`src/rtl/fcc_pkg.sv`:
```
// package: register map, field positions and reset values of the flash clock/option block
package fcc_pkg;
  // register byte addresses on the apb slave
  localparam logic [7:0] ADDR_CLOCK_DIVIDER = 8'h00;
  localparam logic [7:0] ADDR_OPTIONS       = 8'h04;
  localparam logic [7:0] ADDR_CONFIGURATION = 8'h08;
  localparam logic [7:0] ADDR_STATUS        = 8'h0c;
  localparam logic [7:0] ADDR_KEY_BASE      = 8'h10;  // eight words, 0x10..0x2c
  localparam logic [7:0] ADDR_KEY_LAST      = 8'h2c;

  // field positions
  localparam int DIVISOR_LOADED_FLAG_BIT     = 7;
  localparam int PRESCALE_BIT  = 6;
  localparam int DIV_MSB       = 5;
  localparam int BACKDOOR_ENABLE_BIT     = 7;
  localparam int NORED_BIT     = 6;
  localparam int KEY_ACCESS_ENABLE_BIT    = 5;
  localparam int CFG_MSB       = 7;
  localparam int CFG_LSB       = 5;

  // reset values and codes
  localparam logic [7:0] CLOCK_DIVIDER_RST = 8'h00;
  localparam logic [2:0] CONFIG_RST        = 3'h0;
  localparam logic [1:0] SEC_UNSECURED     = 2'h2;
  localparam logic [2:0] PRESCALE_COUNT    = 3'h7;  // divide by eight
  localparam int         KEY_BYTES         = 8;
endpackage

```
`src/rtl/fcc_flash_ctrl.sv`:
```
// flash clock divider, option and configuration registers with backdoor key entry
//
// Summary of operation
// - divisor-loaded flag is read-only, cleared by reset, set by first divider write.
// - divider low seven bits readable always, written only once after reset.
// - erase and program blocked until divisor-loaded flag is set.
// - prescale bit picks bus clock or bus clock divided by eight.
// - selected input divided by six-bit divisor plus one gives flash clock.
// - each timing pulse is one flash clock period; operations count whole pulses.
// - option byte loaded from nonvolatile source during reset; here captured at the first enabled clock after reset release.
// - option bits 5..2 read zero; writes ignored; always readable.
// - backdoor disabled never unlocks security.
// - eight matching key bytes, ascending, unlock security until reset.
// - key writes from background debug are refused.
// - redirection-disable set turns vector redirection off.
// - only security code 1:0 means unsecured.
// - secure device blocks memory access from unsecured sources.
// - code forced to 1:0 after key match or full-blank check.
// - config bits 7..5 read/write; bits 4..0 read zero.
// - key-access set makes key writes compare bytes, else start a command.
// - clearing key-access ends entry; match unlocks until reset.
// - program or erase before divider written is ignored with access error.
//
// The register addresses and the APB interface to the registers were chosen for this implementation.
`timescale 1ns/100ps
module fcc_flash_ctrl (
  input  wire logic        clk_i,              // bus clock, 25 mhz
  input  wire logic        reset_n_i,          // async reset, active low
  input  wire logic        clk_en_i,           // freezes all state when low
  input  wire logic        psel_i,             // apb select
  input  wire logic        penable_i,          // apb enable
  input  wire logic        pwrite_i,           // apb direction
  input  wire logic [7:0]  paddr_i,            // apb byte address
  input  wire logic [31:0] pwdata_i,           // apb write data
  output logic      [31:0] prdata_o,           // apb read data
  output logic             pready_o,           // apb ready
  output logic             pslverr_o,          // apb error on unmapped address
  input  wire logic        bus_from_debug_i,   // access comes from background debug
  input  wire logic        bus_from_secure_i,  // access comes from secured memory code
  input  wire logic [7:0]  nonvolatile_option_byte_i, // option byte from flash array
  input  wire logic [63:0] backdoor_key_i,     // stored key, byte 0 in bits 7:0
  input  wire logic        blank_check_pass_i, // pulse: blank check found array erased
  input  wire logic        command_request_i,  // pulse: sequencer asks to program/erase
  output logic             command_grant_o,    // pulse: command accepted
  output logic             access_error_flag_o, // pulse: command refused before divider set
  output logic             key_cmd_start_o,    // pulse: key location write starts command
  output logic             flash_pulse_o,      // one-cycle pulse per flash clock period
  output logic             secure_o,           // device currently secure
  output logic             redirect_enable_o,  // vector redirection active
  output logic             memory_access_ok_o  // memory access permitted for current source
);

  ////////////////////////////////////////////////////////////////////////////
  // state
  logic [7:0]  divider_r;
  logic [7:0]  options_r;
  logic        opt_loaded_r;
  logic [2:0]  config_r;
  logic [7:0]  key_bytes_r [fcc_pkg::KEY_BYTES];
  logic [3:0]  key_count_r;
  logic        key_order_ok_r;
  logic        prev_key_wr_r;
  logic [2:0]  prescale_r;
  logic [5:0]  div_count_r;
  logic [31:0] prdata_r;
  logic        pready_r;
  logic        pslverr_r;
  logic        grant_r;
  logic        accerr_r;
  logic        key_cmd_r;
  logic        pulse_r;
  logic        secure_r;
  logic        redirect_r;
  logic        mem_ok_r;

  ////////////////////////////////////////////////////////////////////////////
  // apb decode
  wire setup_w      = psel_i & ~penable_i;
  wire wr_w         = setup_w & pwrite_i & clk_en_i;
  wire sel_div_w    = paddr_i == fcc_pkg::ADDR_CLOCK_DIVIDER;
  wire sel_opt_w    = paddr_i == fcc_pkg::ADDR_OPTIONS;
  wire sel_cfg_w    = paddr_i == fcc_pkg::ADDR_CONFIGURATION;
  wire sel_stat_w   = paddr_i == fcc_pkg::ADDR_STATUS;
  wire sel_key_w    = (paddr_i >= fcc_pkg::ADDR_KEY_BASE) &&
                      (paddr_i <= fcc_pkg::ADDR_KEY_LAST) && (paddr_i[1:0] == 2'h0);
  wire [2:0] key_idx_w = 3'(paddr_i[4:2] - fcc_pkg::ADDR_KEY_BASE[4:2]);
  wire mapped_w     = sel_div_w | sel_opt_w | sel_cfg_w | sel_stat_w | sel_key_w;

  wire divisor_loaded_flag_w      = divider_r[fcc_pkg::DIVISOR_LOADED_FLAG_BIT];
  wire backdoor_enable_w      = options_r[fcc_pkg::BACKDOOR_ENABLE_BIT];
  wire key_access_enable_w     = config_r[fcc_pkg::KEY_ACCESS_ENABLE_BIT - fcc_pkg::CFG_LSB];
  wire div_wr_w     = wr_w & sel_div_w & ~divisor_loaded_flag_w;
  wire cfg_wr_w     = wr_w & sel_cfg_w;
  wire key_wr_w     = wr_w & sel_key_w;
  // key bytes accepted only from secured code, never from debug
  wire key_src_ok_w = bus_from_secure_i & ~bus_from_debug_i;
  wire key_cmp_wr_w = key_wr_w & key_access_enable_w & backdoor_enable_w & key_src_ok_w;
  wire in_order_w   = ({1'b0, key_idx_w} == key_count_r) & ~prev_key_wr_r;
  wire new_key_access_enable_w = pwdata_i[fcc_pkg::KEY_ACCESS_ENABLE_BIT];
  wire end_entry_w  = cfg_wr_w & key_access_enable_w & ~new_key_access_enable_w;

  logic key_match_w;
  always_comb begin
    key_match_w = 1'b1;
    for (int i = 0; i < fcc_pkg::KEY_BYTES; i++) begin
      if (key_bytes_r[i] != backdoor_key_i[8*i +: 8]) begin
        key_match_w = 1'b0;
      end
    end
  end

  wire unlock_w = (end_entry_w & backdoor_enable_w & key_order_ok_r &
                   (key_count_r == 4'(fcc_pkg::KEY_BYTES)) & key_match_w)
                  | (blank_check_pass_i & clk_en_i);
  wire cur_secure_w = options_r[1:0] != fcc_pkg::SEC_UNSECURED;

  wire [31:0] rd_div_w  = {24'h0, divider_r};
  wire [31:0] rd_opt_w  = {24'h0, options_r[7:6], 4'h0, options_r[1:0]};
  wire [31:0] rd_cfg_w  = {24'h0, config_r, 5'h00};
  wire [31:0] rd_stat_w = {28'h0, key_count_r};

  wire [31:0] rd_mux_w =
    sel_div_w  ? rd_div_w  :
    sel_opt_w  ? rd_opt_w  :
    sel_cfg_w  ? rd_cfg_w  :
    sel_stat_w ? rd_stat_w :
    32'h0;

  ////////////////////////////////////////////////////////////////////////////
  // bus slave: no wait states, answer in the first access-phase cycle
  wire        pready_nxt  = setup_w;
  wire        pslverr_nxt = setup_w & ~mapped_w;
  wire [31:0] prdata_nxt  = (setup_w & ~pwrite_i) ? rd_mux_w : 32'h0;

  always_ff @(posedge clk_i or negedge reset_n_i) begin
    if (!reset_n_i) begin
      pready_r <= 1'b0;
    end else if (clk_en_i) begin
      pready_r <= pready_nxt;
    end
  end

  ////////////////////////////////////////////////////////////////////////////
  // error response on unmapped address
  always_ff @(posedge clk_i or negedge reset_n_i) begin
    if (!reset_n_i) begin
      pslverr_r <= 1'b0;
    end else if (clk_en_i) begin
      pslverr_r <= pslverr_nxt;
    end
  end

  ////////////////////////////////////////////////////////////////////////////
  // read data, zero outside the access phase
  always_ff @(posedge clk_i or negedge reset_n_i) begin
    if (!reset_n_i) begin
      prdata_r <= 32'h0;
    end else if (clk_en_i) begin
      prdata_r <= prdata_nxt;
    end
  end

  ////////////////////////////////////////////////////////////////////////////
  // clock divider register
  always_ff @(posedge clk_i or negedge reset_n_i) begin
    if (!reset_n_i) begin
      divider_r <= fcc_pkg::CLOCK_DIVIDER_RST;
    end else if (div_wr_w) begin
      divider_r <= {1'b1, pwdata_i[6:0]};
    end
  end

  ////////////////////////////////////////////////////////////////////////////
  // option register: captured at the first clock after reset release
  always_ff @(posedge clk_i or negedge reset_n_i) begin
    if (!reset_n_i) begin
      opt_loaded_r <= 1'b0;
    end else if (clk_en_i) begin
      opt_loaded_r <= 1'b1;
    end
  end

  always_ff @(posedge clk_i or negedge reset_n_i) begin
    if (!reset_n_i) begin
      options_r <= 8'h00;
    end else if (clk_en_i) begin
      if (!opt_loaded_r) begin
        options_r <= nonvolatile_option_byte_i;
      end else if (unlock_w) begin
        options_r[1:0] <= fcc_pkg::SEC_UNSECURED;
      end
    end
  end

  ////////////////////////////////////////////////////////////////////////////
  // configuration register and key entry
  wire entry_start_w = cfg_wr_w & new_key_access_enable_w & ~key_access_enable_w;
  wire count_step_w  = key_cmp_wr_w & in_order_w &
                       (key_count_r < 4'(fcc_pkg::KEY_BYTES));
  wire order_break_w = key_cmp_wr_w & ~count_step_w;

  always_ff @(posedge clk_i or negedge reset_n_i) begin
    if (!reset_n_i) begin
      config_r <= fcc_pkg::CONFIG_RST;
    end else if (cfg_wr_w) begin
      config_r <= pwdata_i[fcc_pkg::CFG_MSB:fcc_pkg::CFG_LSB];
    end
  end

  ////////////////////////////////////////////////////////////////////////////
  // key entry progress: adjacent key writes void the entry
  always_ff @(posedge clk_i or negedge reset_n_i) begin
    if (!reset_n_i) begin
      prev_key_wr_r <= 1'b0;
    end else if (clk_en_i && setup_w) begin
      prev_key_wr_r <= key_cmp_wr_w;
    end
  end

  always_ff @(posedge clk_i or negedge reset_n_i) begin
    if (!reset_n_i) begin
      key_count_r <= 4'h0;
    end else if (entry_start_w) begin
      key_count_r <= 4'h0;
    end else if (count_step_w) begin
      key_count_r <= 4'(key_count_r + 4'h1);
    end
  end

  always_ff @(posedge clk_i or negedge reset_n_i) begin
    if (!reset_n_i) begin
      key_order_ok_r <= 1'b0;
    end else if (entry_start_w) begin
      key_order_ok_r <= 1'b1;
    end else if (order_break_w) begin
      key_order_ok_r <= 1'b0;
    end
  end

  ////////////////////////////////////////////////////////////////////////////
  // key bytes as written
  always_ff @(posedge clk_i or negedge reset_n_i) begin
    if (!reset_n_i) begin
      for (int i = 0; i < fcc_pkg::KEY_BYTES; i++) begin
        key_bytes_r[i] <= 8'h00;
      end
    end else if (key_cmp_wr_w) begin
      key_bytes_r[key_idx_w] <= pwdata_i[7:0];
    end
  end

  ////////////////////////////////////////////////////////////////////////////
  // flash clock: prescaler then reloadable down-counter
  wire prescale_w  = divider_r[fcc_pkg::PRESCALE_BIT];
  wire tick_in_w   = ~prescale_w | (prescale_r == 3'h0);
  wire div_zero_w  = div_count_r == 6'h0;

  wire [2:0] prescale_nxt  = (prescale_r == 3'h0) ? fcc_pkg::PRESCALE_COUNT
                                                  : 3'(prescale_r - 3'h1);
  wire       pulse_nxt     = divisor_loaded_flag_w & tick_in_w & div_zero_w;
  wire [5:0] div_count_nxt = div_zero_w ? divider_r[fcc_pkg::DIV_MSB:0]
                                        : 6'(div_count_r - 6'h1);

  always_ff @(posedge clk_i or negedge reset_n_i) begin
    if (!reset_n_i) begin
      prescale_r <= fcc_pkg::PRESCALE_COUNT;
    end else if (clk_en_i) begin
      prescale_r <= prescale_nxt;
    end
  end

  ////////////////////////////////////////////////////////////////////////////
  // timing pulse, one bus cycle wide
  always_ff @(posedge clk_i or negedge reset_n_i) begin
    if (!reset_n_i) begin
      pulse_r <= 1'b0;
    end else if (clk_en_i) begin
      pulse_r <= pulse_nxt;
    end
  end

  ////////////////////////////////////////////////////////////////////////////
  // divider stage, held at zero until the divisor is loaded
  always_ff @(posedge clk_i or negedge reset_n_i) begin
    if (!reset_n_i) begin
      div_count_r <= 6'h0;
    end else if (clk_en_i) begin
      if (!divisor_loaded_flag_w) begin
        div_count_r <= 6'h0;
      end else if (tick_in_w) begin
        div_count_r <= div_count_nxt;
      end
    end
  end

  ////////////////////////////////////////////////////////////////////////////
  // command gating and security outputs
  wire cmd_req_w = command_request_i & clk_en_i;

  wire grant_nxt    = cmd_req_w & divisor_loaded_flag_w;
  wire accerr_nxt   = cmd_req_w & ~divisor_loaded_flag_w;
  wire key_cmd_nxt  = key_wr_w & ~key_access_enable_w;
  wire secure_nxt   = cur_secure_w | ~opt_loaded_r;
  wire redirect_nxt = opt_loaded_r & ~options_r[fcc_pkg::NORED_BIT];
  wire mem_ok_nxt   = opt_loaded_r & (~cur_secure_w | key_src_ok_w);

  always_ff @(posedge clk_i or negedge reset_n_i) begin
    if (!reset_n_i) begin
      grant_r <= 1'b0;
    end else if (clk_en_i) begin
      grant_r <= grant_nxt;
    end
  end

  always_ff @(posedge clk_i or negedge reset_n_i) begin
    if (!reset_n_i) begin
      accerr_r <= 1'b0;
    end else if (clk_en_i) begin
      accerr_r <= accerr_nxt;
    end
  end

  always_ff @(posedge clk_i or negedge reset_n_i) begin
    if (!reset_n_i) begin
      key_cmd_r <= 1'b0;
    end else if (clk_en_i) begin
      key_cmd_r <= key_cmd_nxt;
    end
  end

  ////////////////////////////////////////////////////////////////////////////
  // security state seen by the rest of the device
  always_ff @(posedge clk_i or negedge reset_n_i) begin
    if (!reset_n_i) begin
      secure_r <= 1'b1;
    end else if (clk_en_i) begin
      secure_r <= secure_nxt;
    end
  end

  always_ff @(posedge clk_i or negedge reset_n_i) begin
    if (!reset_n_i) begin
      redirect_r <= 1'b0;
    end else if (clk_en_i) begin
      redirect_r <= redirect_nxt;
    end
  end

  always_ff @(posedge clk_i or negedge reset_n_i) begin
    if (!reset_n_i) begin
      mem_ok_r <= 1'b0;
    end else if (clk_en_i) begin
      mem_ok_r <= mem_ok_nxt;
    end
  end

  assign prdata_o            = prdata_r;
  assign pready_o            = pready_r;
  assign pslverr_o           = pslverr_r;
  assign command_grant_o     = grant_r;
  assign access_error_flag_o = accerr_r;
  assign key_cmd_start_o     = key_cmd_r;
  assign flash_pulse_o       = pulse_r;
  assign secure_o            = secure_r;
  assign redirect_enable_o   = redirect_r;
  assign memory_access_ok_o  = mem_ok_r;

endmodule

```
`config.mk`:
```
export PLATFORM = sky130hd
export DESIGN_NAME = fcc_flash_ctrl
export DESIGN_NICKNAME = d
export VERILOG_FILES = /design/src/rtl/fcc_pkg.sv /design/src/rtl/fcc_flash_ctrl.sv
export SDC_FILE = /design/constraint.sdc
export NUM_CORES = 1
export LEC_CHECK = 0
export ABC_CLOCK_PERIOD_IN_PS = 1800
export BUFFER_PORTS_ARGS = -buffer_cell sky130_fd_sc_hd__buf_2
export CAP_MARGIN = 20
export CORE_UTILIZATION = 47
export CTS_CLUSTER_SIZE = 14
export DETAILED_ROUTE_END_ITERATION = 7
export HOLD_SLACK_MARGIN = 0.02
export PLACE_DENSITY = 0.76
export SYNTH_ARGS = -nofsm -noshare
export SYNTH_HDL_FRONTEND = slang
export SYNTH_SLANG_ARGS = --single-unit
```
`constraint.sdc`:
```
create_clock -name clk_i -period 1.8 [get_ports clk_i]
set_input_delay 0.36 -clock clk_i [delete_from_list [all_inputs] [get_ports clk_i]]
set_output_delay 0.36 -clock clk_i [all_outputs]
set_load 0.02 [all_outputs]
```
# After elaboration in Yosys (flattened, before gate mapping)

Index checks and enable logic that the tools add are counted.

Word-level logic and storage cells: 148
Flip-flop bits (word level): 140
Output and inout bits: 41

$lt $le $gt $ge: 5
Bitwise operators: 56
$add $sub $neg: 4
Equal/unequal tests: 16
Mux-type cells: 26
Reduce and logical (&&, ||, !) cells: 13

Operators by type and width:

| operator                                                                            | count |
|---|---|
| 64-bit bitwise mux                                                                  | 1 |
| 8-bit != test                                                                       | 8 |
| 8-bit 2-to-1 mux                                                                    | 5 |
| 1-bit bitwise AND                                                                   | 34 |
| 8-bit demux with 3-bit select                                                       | 1 |
| 6-bit 2-to-1 mux                                                                    | 3 |
| 8-bit by 4-bit equality test with 1-bit output, second input constant               | 2 |
| 1-bit NOT                                                                           | 13 |
| 4-bit 2-to-1 mux                                                                    | 3 |
| 1-bit 2-to-1 mux                                                                    | 10 |
| 8-bit by 3-bit equality test with 1-bit output, second input constant               | 1 |
| 8-bit by 5-bit greater-or-equal comparator with 1-bit output, second input constant | 1 |
| 8-bit by 6-bit less-or-equal comparator with 1-bit output, second input constant    | 1 |
| 8-bit zero test                                                                     | 1 |
| 1-bit bitwise OR                                                                    | 8 |
| 6-bit zero test                                                                     | 1 |
| 2-bit AND reduction                                                                 | 3 |
| 6-bit by 1-bit subtractor with 6-bit output, second input constant                  | 1 |
| 4-bit by 1-bit adder with 4-bit output, second input constant                       | 1 |
| 3-bit by 4-bit equality test with 1-bit output                                      | 1 |
| 4-bit equality test, second input constant                                          | 1 |
| 4-bit greater-or-equal comparator, second input constant                            | 1 |
| 1-bit logical AND                                                                   | 4 |
| 4-bit by 1-bit < comparator with 1-bit output, second input constant                | 1 |
| 11 further kinds                                                                    | 14 |

# Depth between registers and ports, before layout

Gate-level depths: netlist of the first run.

Depth in word-level cells: 14
Mapped depth: 8

# Least setup slack after synthesis of the first run

OpenSTA, ideal clock, no wires.

Path type: in2reg
From: in paddr_i[7]
To: reg key_bytes_r[10] (netlist bit)
Cell stages on the path: 6
Data arrival time: 2.136 ns
Path buffers: 1
Library setup time: 0.125 ns
Required time: 1.675 ns
Path slack: -0.461 ns
Cells stage by stage: or4_4 > nor4b_4 > nand2b_1 > buf_2 > nor3_4 > mux2_2

Cells in the longest elaborated chain, start to end: 7

RTL lines:

| item                                                                                                                                             | RTL line                                   | source |
|---|---|---|
| from (decl)                                                                                                                                      | fcc_flash_ctrl.sv:33                       | `input wire logic [7:0] paddr_i,` |
| 8-bit by 5-bit greater-or-equal comparator with 1-bit output / 8-bit by 6-bit less-or-equal comparator with 1-bit output (equally long branches) | fcc_flash_ctrl.sv:84, fcc_flash_ctrl.sv:85 |  |
| 1-bit logical AND *                                                                                                                              | fcc_flash_ctrl.sv:84                       | `wire sel_key_w = (paddr_i >= fcc_pkg::ADDR_KEY_BASE) &&` |
| 1-bit logical AND *                                                                                                                              | fcc_flash_ctrl.sv:85                       | `(paddr_i <= fcc_pkg::ADDR_KEY_LAST) && (paddr_i[1:0] == 2'h0);` |
| 1-bit bitwise AND *                                                                                                                              | fcc_flash_ctrl.sv:94                       | `wire key_wr_w = wr_w & sel_key_w;` |
| 1-bit bitwise AND * (3 in series)                                                                                                                | fcc_flash_ctrl.sv:97                       | `wire key_cmp_wr_w = key_wr_w & key_access_enable_w & backdoor_enable_w & key_src_ok_w;` |
| to (signal, indexed assignment)                                                                                                                  | fcc_flash_ctrl.sv:248                      | `key_bytes_r[key_idx_w] <= pwdata_i[7:0];` |
| to (decl)                                                                                                                                        | fcc_flash_ctrl.sv:59                       | `logic [7:0] key_bytes_r [fcc_pkg::KEY_BYTES];` |

Mark *: on every way between the ends. The rest lies on a longest branch, timed or not.
A chain may end at the register's enable or synchronous reset.

# Worst setup path after layout of the first run

From: in paddr_i[7]
To: reg key_bytes_r[8] (netlist bit)

Same word-level chain as after synthesis.

==> results.ini, run 1 <==
[run_status]
status=complete, but fails checks
violations=design-rule violations, negative setup slack

[worst_setup_path]
endpoint=key_bytes_r[8]
crit_fanout=8
critPathKind=input port to register
rr_startpoint=options_r[7]
r2r-end=key_bytes_r[8]
r2r_cells=7
crit_path_start=paddr_i[7]
rrSetupSlack_ns=-0.15
cp-start-kind=input port
cp.arrival_ns=2.26
cp-end-kind=register
cp.required_ns=2.03

[detailed_routing]
route.detailed.drc=14
drtIter0Drc=263
firstDrtPassIters=7
drtAntennaViolNets=0
wl_per_cell_um=18.17
via_per_inst=5.464
dr_total_vias=4431
wl_um=14740

[yosys]
ys_types=52
synth-edff-count=0
netlist_area_um2=5713
ys.flop_type=dfrtp_1
ys_ff_latch=112
syn_avg_cell_area_um2=11.56
synthCells=494
yosysWarnings=0
seq_area_frac_synth=0.4915
async_reset_ff_frac=1.000

[timing]
relSlewSlack=0.6718
setup_slack_ns=-0.2305
final-setup-viol-count=78
drv_slew=0
fin_crit_sh=1.128
tightestPinTransition_ns=0.4871
hold_viol_final=0
finalCriticalPeriod_ns=2.031
max_freq_mhz=492.5
fin_skew_ns=0.007437
rsz0062_at_grt=yes

[clock_network]
path_clk_slew_ns=0.07
insertion_delay_ns=0.34
clock-root-buffer=clkbuf_16
cts_made_buffers=9
h-tree-depth=3
cts_tree=built
cts_sinks=112
cts_buffer_depth=2

[pwr]
swShare=0.2476
seqPwrFrac=0.493
leakagePower_uw=0.003537
internal_power_uw=3994
power_switching_uw=1314
combPwrFrac=0.123
peakVddDrop_mv=0.4884
p_per_area_nw_per_um2=716.7
clockPowerShare=0.383

[floorplan]
fp-row-count=39
core_um2=11610
dieHeight_um=112.3
fp.dieArea_um2=12600
die_w_um=112.3
ios=163
start_util=0.4919

[grt]
grt-ovfl-total=0
grt_max_degree=42
antenna_found_initial=0
grt_pass1_wl_um=23540
grt_usage=0.2450
grt_pass1_vias=4611

[final_layout]
drive_above_1_share=0.4506
layout-area-overhead-vs-synth_pct=29.65
final_net_count=791
diodes=0
ff_latch_area_um2=2808
fillers=866
multi_input_area_um2=2867
stdcell_count=811

[min_path]
hold_path_class=input port to register

[place]
place_congestion=0.8925
placed_cells=787
hpwlAfterDp_um=10680
dp_slack_ns=-0.6363
io_buffers=110

[job]
cap_violations=0

## cell type report
| type | count | area share |
|---|---|---|
| timing repair buffer | 173 | 0.1551 |
| clock inverter | 5 | 0.008784 |
| multi-input combinational | 341 | 0.3870 |
| tap | 143 | 0.02416 |
| inverter | 27 | 0.01368 |
| sequential | 112 | 0.3791 |
| clock buffer | 10 | 0.03226 |
## stage by stage
| step | instance area [µm²] | setup TNS, ns | power (µW) | utilization | hold slack, ns |
|---|---|---|---|---|---|
| floorplan | 5851 | -25.73 | 2984 | - | 0.06441 |
| global placement | 6840 | -39.66 | 3238 | 0.5890 | 0.2744 |
| detailed placement | 6840 | -42.35 | 3267 | 0.5890 | 0.2745 |
| CTS | 7327 | -10.07 | 5315 | 0.6309 | 0.2581 |
| global route | 7407 | -15.16 | 5509 | 0.6378 | 0.2604 |
| finish | 7407 | -12.05 | 5309 | 0.6378 | 0.2655 |
## routing by layer
metal	vias up	wire, µm	GRT usage
met5	-	0	0
met4	0	416	0.09689
met3	29	705	0.03672
met2	179	7359	0.4224
met1	2215	6256	0.3113
li1	2008	-	-
## worst max-delay path: stages
cell and delay (ns):
buf_6 0.09, or4_4 0.55, nor4b_4 0.33, nand2b_1 0.12, buf_6 0.15, nor3_4 0.16
buf_12 0.16, mux2_2 0.33
## sequential cells by signal, summed over array words and instances (netlist names)
signal,cells
config_r,3
key_count_r,4
key_bytes_r,64
div_count_r,6
prescale_r,3
prdata_o,8
key_cmd_start_o,1
opt_loaded_r,1
key_order_ok_r,1
secure_o,1
divider_r,8
command_grant_o,1
pready_o,1
flash_pulse_o,1
memory_access_ok_o,1
prev_key_wr_r,1
redirect_enable_o,1
access_error_flag_o,1
pslverr_o,1
options_r,4
## how the worst min path moves through the flow
stage,depth (start not counted),end,slack [ns],startpoint
2_1_floorplan,0,access_error_flag_o,0.06,reset_n_i
3_5_place_dp,1,access_error_flag_o,0.27,reset_n_i
3_3_place_gp,1,access_error_flag_o,0.27,reset_n_i
6_report,3,access_error_flag_o,0.27,command_request_i
4_1_cts,2,options_r[7],0.26,nonvolatile_option_byte_i[7]
5_1_grt,2,options_r[6],0.26,nonvolatile_option_byte_i[6]
## layout by cell type, fill, tap and decap left out, types with 5 or more instances in the layout
cell and n:
dfrtp_1 108, o22ai_1 7, mux2i_1 5, o21ai_0 7, nand2_1 15, nor2_1 18, mux2_2 63, o21ai_1 6
buf_2 108, xnor2_1 66, nand4_1 17, a21oi_1 7, conb_1 24, clkbuf_16 9, buf_6 8, buf_12 7
inv_1 27, nor2b_1 6, buf_4 49, mux2_4 13, xor2_1 5
## synth_stat cells, types with 2 or more instances
cell type / count / area share
buf_4: 24 / 0.032
a31oi_1: 4 / 0.0044
nor3_1: 5 / 0.0044
o32ai_1: 4 / 0.0061
o22ai_1: 8 / 0.0088
nor2_1: 21 / 0.014
nand4_1: 17 / 0.019
inv_1: 27 / 0.018
o21ai_0: 14 / 0.012
clkbuf_1: 8 / 0.0053
nand3b_1: 3 / 0.0039
nor3_4: 2 / 0.0057
and2_1: 3 / 0.0033
nand4b_1: 2 / 0.0031
dfstp_2: 4 / 0.018
xnor2_1: 66 / 0.10
nor2b_1: 7 / 0.0077
mux2i_1: 5 / 0.0088
nor3b_1: 2 / 0.0026
a21o_1: 2 / 0.0026
or3_1: 2 / 0.0022
nand2b_1: 3 / 0.0033
dfrtp_1: 108 / 0.47
nand3_1: 4 / 0.0035
nor4_1: 6 / 0.0066
ha_1: 5 / 0.011
nor2_2: 2 / 0.0022
a22oi_1: 2 / 0.0026
xor2_1: 5 / 0.0077
and4_1: 2 / 0.0031
nand2_2: 3 / 0.0033
buf_2: 2 / 0.0018
mux2_2: 76 / 0.15
or2_2: 2 / 0.0022
o31ai_1: 2 / 0.0026
buf_1: 3 / 0.0020
nand2_1: 18 / 0.012
a21oi_1: 7 / 0.0061
## power groups by stage
stage / clock [µW] / combinational (µW) / sequential (µW)
4_1_cts: 2080 / 618 / 2620
6_report: 2040 / 655 / 2620
2_1_floorplan: 0 / 308 / 2680
3_3_place_gp: 0 / 575 / 2660
3_5_place_dp: 0 / 600 / 2670
5_1_grt: 2160 / 723 / 2620
## cell families after synthesis
| kind of cell | count (synthesis) | share of synthesized area |
|---|---|---|
| and+or+nand+nor | 113 | 0.1196 |
| DFF | 112 | 0.4915 |
| muxes | 81 | 0.1586 |
| xor gates and xnor gates | 71 | 0.1088 |
| buffers and inverters | 64 | 0.05826 |
| AOI/OAI and AO/OA | 47 | 0.05168 |
| adders and majority gates | 5 | 0.01095 |
| other | 1 | 0.0006564 |
## repair_timing
| item | CTS | global route |
|---|---|---|
| resized for setup | 36 | 18 |
| endpoints found under the setup margin | 77 | 85 |
| buffers inserted | 8 | 1 |
| endpoints found under the hold margin | 16 | 0 |
| pin swaps | 6 | 5 |
| hold buffers | 1 | 0 |
Power figures use the tool's default switching activity.
==> inputs of run 2 (changes only) <==
--- a/config.mk
+++ b/config.mk
@@ -5,7 +5,7 @@
 export SDC_FILE = /design/constraint.sdc
 export NUM_CORES = 1
 export LEC_CHECK = 0
-export ABC_CLOCK_PERIOD_IN_PS = 1800
+export ABC_CLOCK_PERIOD_IN_PS = 1700
 export BUFFER_PORTS_ARGS = -buffer_cell sky130_fd_sc_hd__buf_2
 export CAP_MARGIN = 20
 export CORE_UTILIZATION = 47
==> constraint.sdc (replaced) <==
create_clock -name clk_i -period 1.7 [get_ports clk_i]
set_input_delay 0.34 -clock clk_i [delete_from_list [all_inputs] [get_ports clk_i]]
set_output_delay 0.34 -clock clk_i [all_outputs]
set_load 0.02 [all_outputs]
==> results.ini, run 2 (same netlist as run 1, synthesis figures left out) <==
[run_status]
status=complete, but fails checks
violations=design-rule violations, negative setup slack

[final_layout]
finalCoreUtilization=0.6507  ; +0.01293
diodes=0  ; unchanged
largest_reg_flops=64  ; unchanged
layout-area-overhead-vs-synth_pct=32.28
largest-register=key_bytes_r
drive_above_1_share=0.4733  ; +0.02269
final_net_count=796  ; +0.63%
final_cell_mix=dfrtp_1 (108), buf_2 (108), xnor2_1 (65)

[min_path]
whs_path_depth=2  ; -1
hold_end=options_r[6]
hold_path_class=input port to register
hold_start=nonvolatile_option_byte_i[6]

[timing]
max_freq_mhz=507.2
hold_viol_final=0  ; unchanged
timing.hold.ws_ns=0.2408  ; -0.02475 ns
final-setup-viol-count=88  ; +13%
fin_crit_sh=1.160
finalCriticalPeriod_ns=1.971
setup_slack_ns=-0.2715  ; -0.04097 ns
fin_skew_ns=0.007008  ; -0.0004298 ns
drv_slew=0  ; unchanged
rsz0062_at_grt=yes

[worst_setup_path]
cp-start-kind=input port
rr_startpoint=options_r[7]
cpPeakStageDelay_ns=0.55  ; about the same
cp_num_buf_inv=4  ; +1
path_cells=buf_6, or4_4, buf_4, buf_6, nor3_4, nand2_2, nor3_4, buf_12, mux2_2
cp-end-kind=register
slowest_stage=or4_4
r2r_cells=7  ; unchanged
cp.required_ns=1.94  ; -0.09 ns
rrSetupSlack_ns=-0.18  ; -0.03 ns
critPathKind=input port to register
critPathTopFamily=simple AND/OR/NAND/NOR gates
crit_fanout=8  ; unchanged
cp.arrival_ns=2.21  ; -0.05 ns
r2r-end=key_bytes_r[29]

[job]
cap_violations=0  ; unchanged

[floorplan]
fp-row-count=39  ; unchanged
die_w_um=112.3  ; unchanged
fp.dieArea_um2=12600  ; unchanged
dieHeight_um=112.3  ; unchanged
core_um2=11610  ; unchanged
start_util=0.4919  ; unchanged
ios=163  ; unchanged

[place]
hpwlAfterDp_um=10660  ; -0.14%
io_buffers=110  ; unchanged
place_congestion=0.8942  ; +0.19%

[detailed_routing]
route.detailed.drc=12  ; -2
drtIter0Drc=245  ; -6.8%
firstDrtPassIters=8  ; +1
drtAntennaViolNets=0  ; unchanged
via_per_inst=5.386  ; -1.4%
wl_per_cell_um=18.23  ; +0.29%
dr_total_vias=4400  ; -0.70%
wl_um=14890  ; +1.0%

[clock_network]
cts_sinks=112  ; unchanged
cts_tree=built
path_clk_slew_ns=0.08  ; about the same
h-tree-depth=3  ; unchanged
insertion_delay_ns=0.35  ; about the same
cts_made_buffers=9  ; unchanged
clock-root-buffer=clkbuf_16
cts_buffer_depth=2  ; unchanged

[grt]
grt_pass1_vias=4593  ; -0.39%
antenna_found_initial=0  ; unchanged
grt_max_degree=57  ; +36%
grt_usage=0.2446  ; -0.0003547
grt-ovfl-total=0  ; unchanged
grt_pass1_wl_um=23540  ; about the same

[pwr]
leakagePower_uw=0.003590  ; +1.5%
peakVddDrop_mv=0.6451  ; +32%
power_switching_uw=1443  ; +9.8%
swShare=0.2598  ; +0.01224
p_per_area_nw_per_um2=734.8  ; +2.5%
internal_power_uw=4110  ; +2.9%
combPwrFrac=0.134  ; +0.011
seqPwrFrac=0.499  ; +0.006
clockPowerShare=0.367  ; -0.016

run 2: per-layer routing:
| metal | track usage | vias to the layer above | part of all wire |
|---|---|---|---|
| met1 | 0.3173 | 2176 | 0.43 |
| li1 | - | 2013 | - |
| met5 | 0 | - | 0 |
| met4 | 0.08978 | 0 | 0.025 |
| met2 | 0.4070 | 183 | 0.49 |
| met3 | 0.05022 | 28 | 0.056 |
run 2: area by class of cell:
cell class | instances | area [µm²]
clock buffer | 11 | 242.7
sequential | 112 | 2808
multi-input combinational | 341 | 3002
clock inverter | 5 | 40.04
timing repair buffer | 178 | 1185
fill | 873 | 4056
inverter | 27 | 101.3
tap | 143 | 178.9
run 2: worst max path at each step:
stage | start | end | slack [ns] | cells after the start
global placement | paddr_i[7] | key_bytes_r[28] | -0.66 | 8
CTS | paddr_i[0] | key_bytes_r[29] | -0.26 | 8
detailed placement | paddr_i[7] | key_bytes_r[27] | -0.70 | 8
floorplan | paddr_i[7] | key_bytes_r[10] | -0.54 | 6
global route | paddr_i[6] | key_bytes_r[25] | -0.33 | 8
finish | paddr_i[0] | divider_r[0] | -0.27 | 9
run 2: per-stage QoR:
step           total power (µW)  setup TNS (ns)  cell area [µm²]  std cells  setup WS (ns)
2_1_floorplan              3160          -32.03             5854        517        -0.5386
3_3_place_gp               3441          -44.79             6848        791        -0.6554
3_5_place_dp               3472          -48.44             6848        791        -0.7021
4_1_cts                    5514          -13.24             7397        813        -0.2570
5_1_grt                    5758          -22.24             7557        817        -0.3334
6_report                   5553          -16.09             7557        817        -0.2715
run 2: power by group through the flow:
stage	clock network, µW	logic (µW)	registers (µW)
after floorplan	0	327	2830
after global placement	0	624	2820
after detailed placement	0	652	2820
after CTS	2070	680	2770
after global routing	2150	827	2780
final	2040	744	2770
run 2: repair_timing:
item / CTS / global route
hold buffers: 1 / 0
endpoints found under the hold margin: 25 / 0
endpoints found under the setup margin: 85 / 89
buffers inserted: 5 / 5
pin swaps: 8 / 6
gates resized for setup: 49 / 27
run 2: worst reg2reg max path, delay by kind of cell (launching register included):
family	cells	cell delay [ns]
buffers and inverters	2	0.31
DFF	1	0.34
muxes	1	0.31
and+or+nand+nor	4	0.80
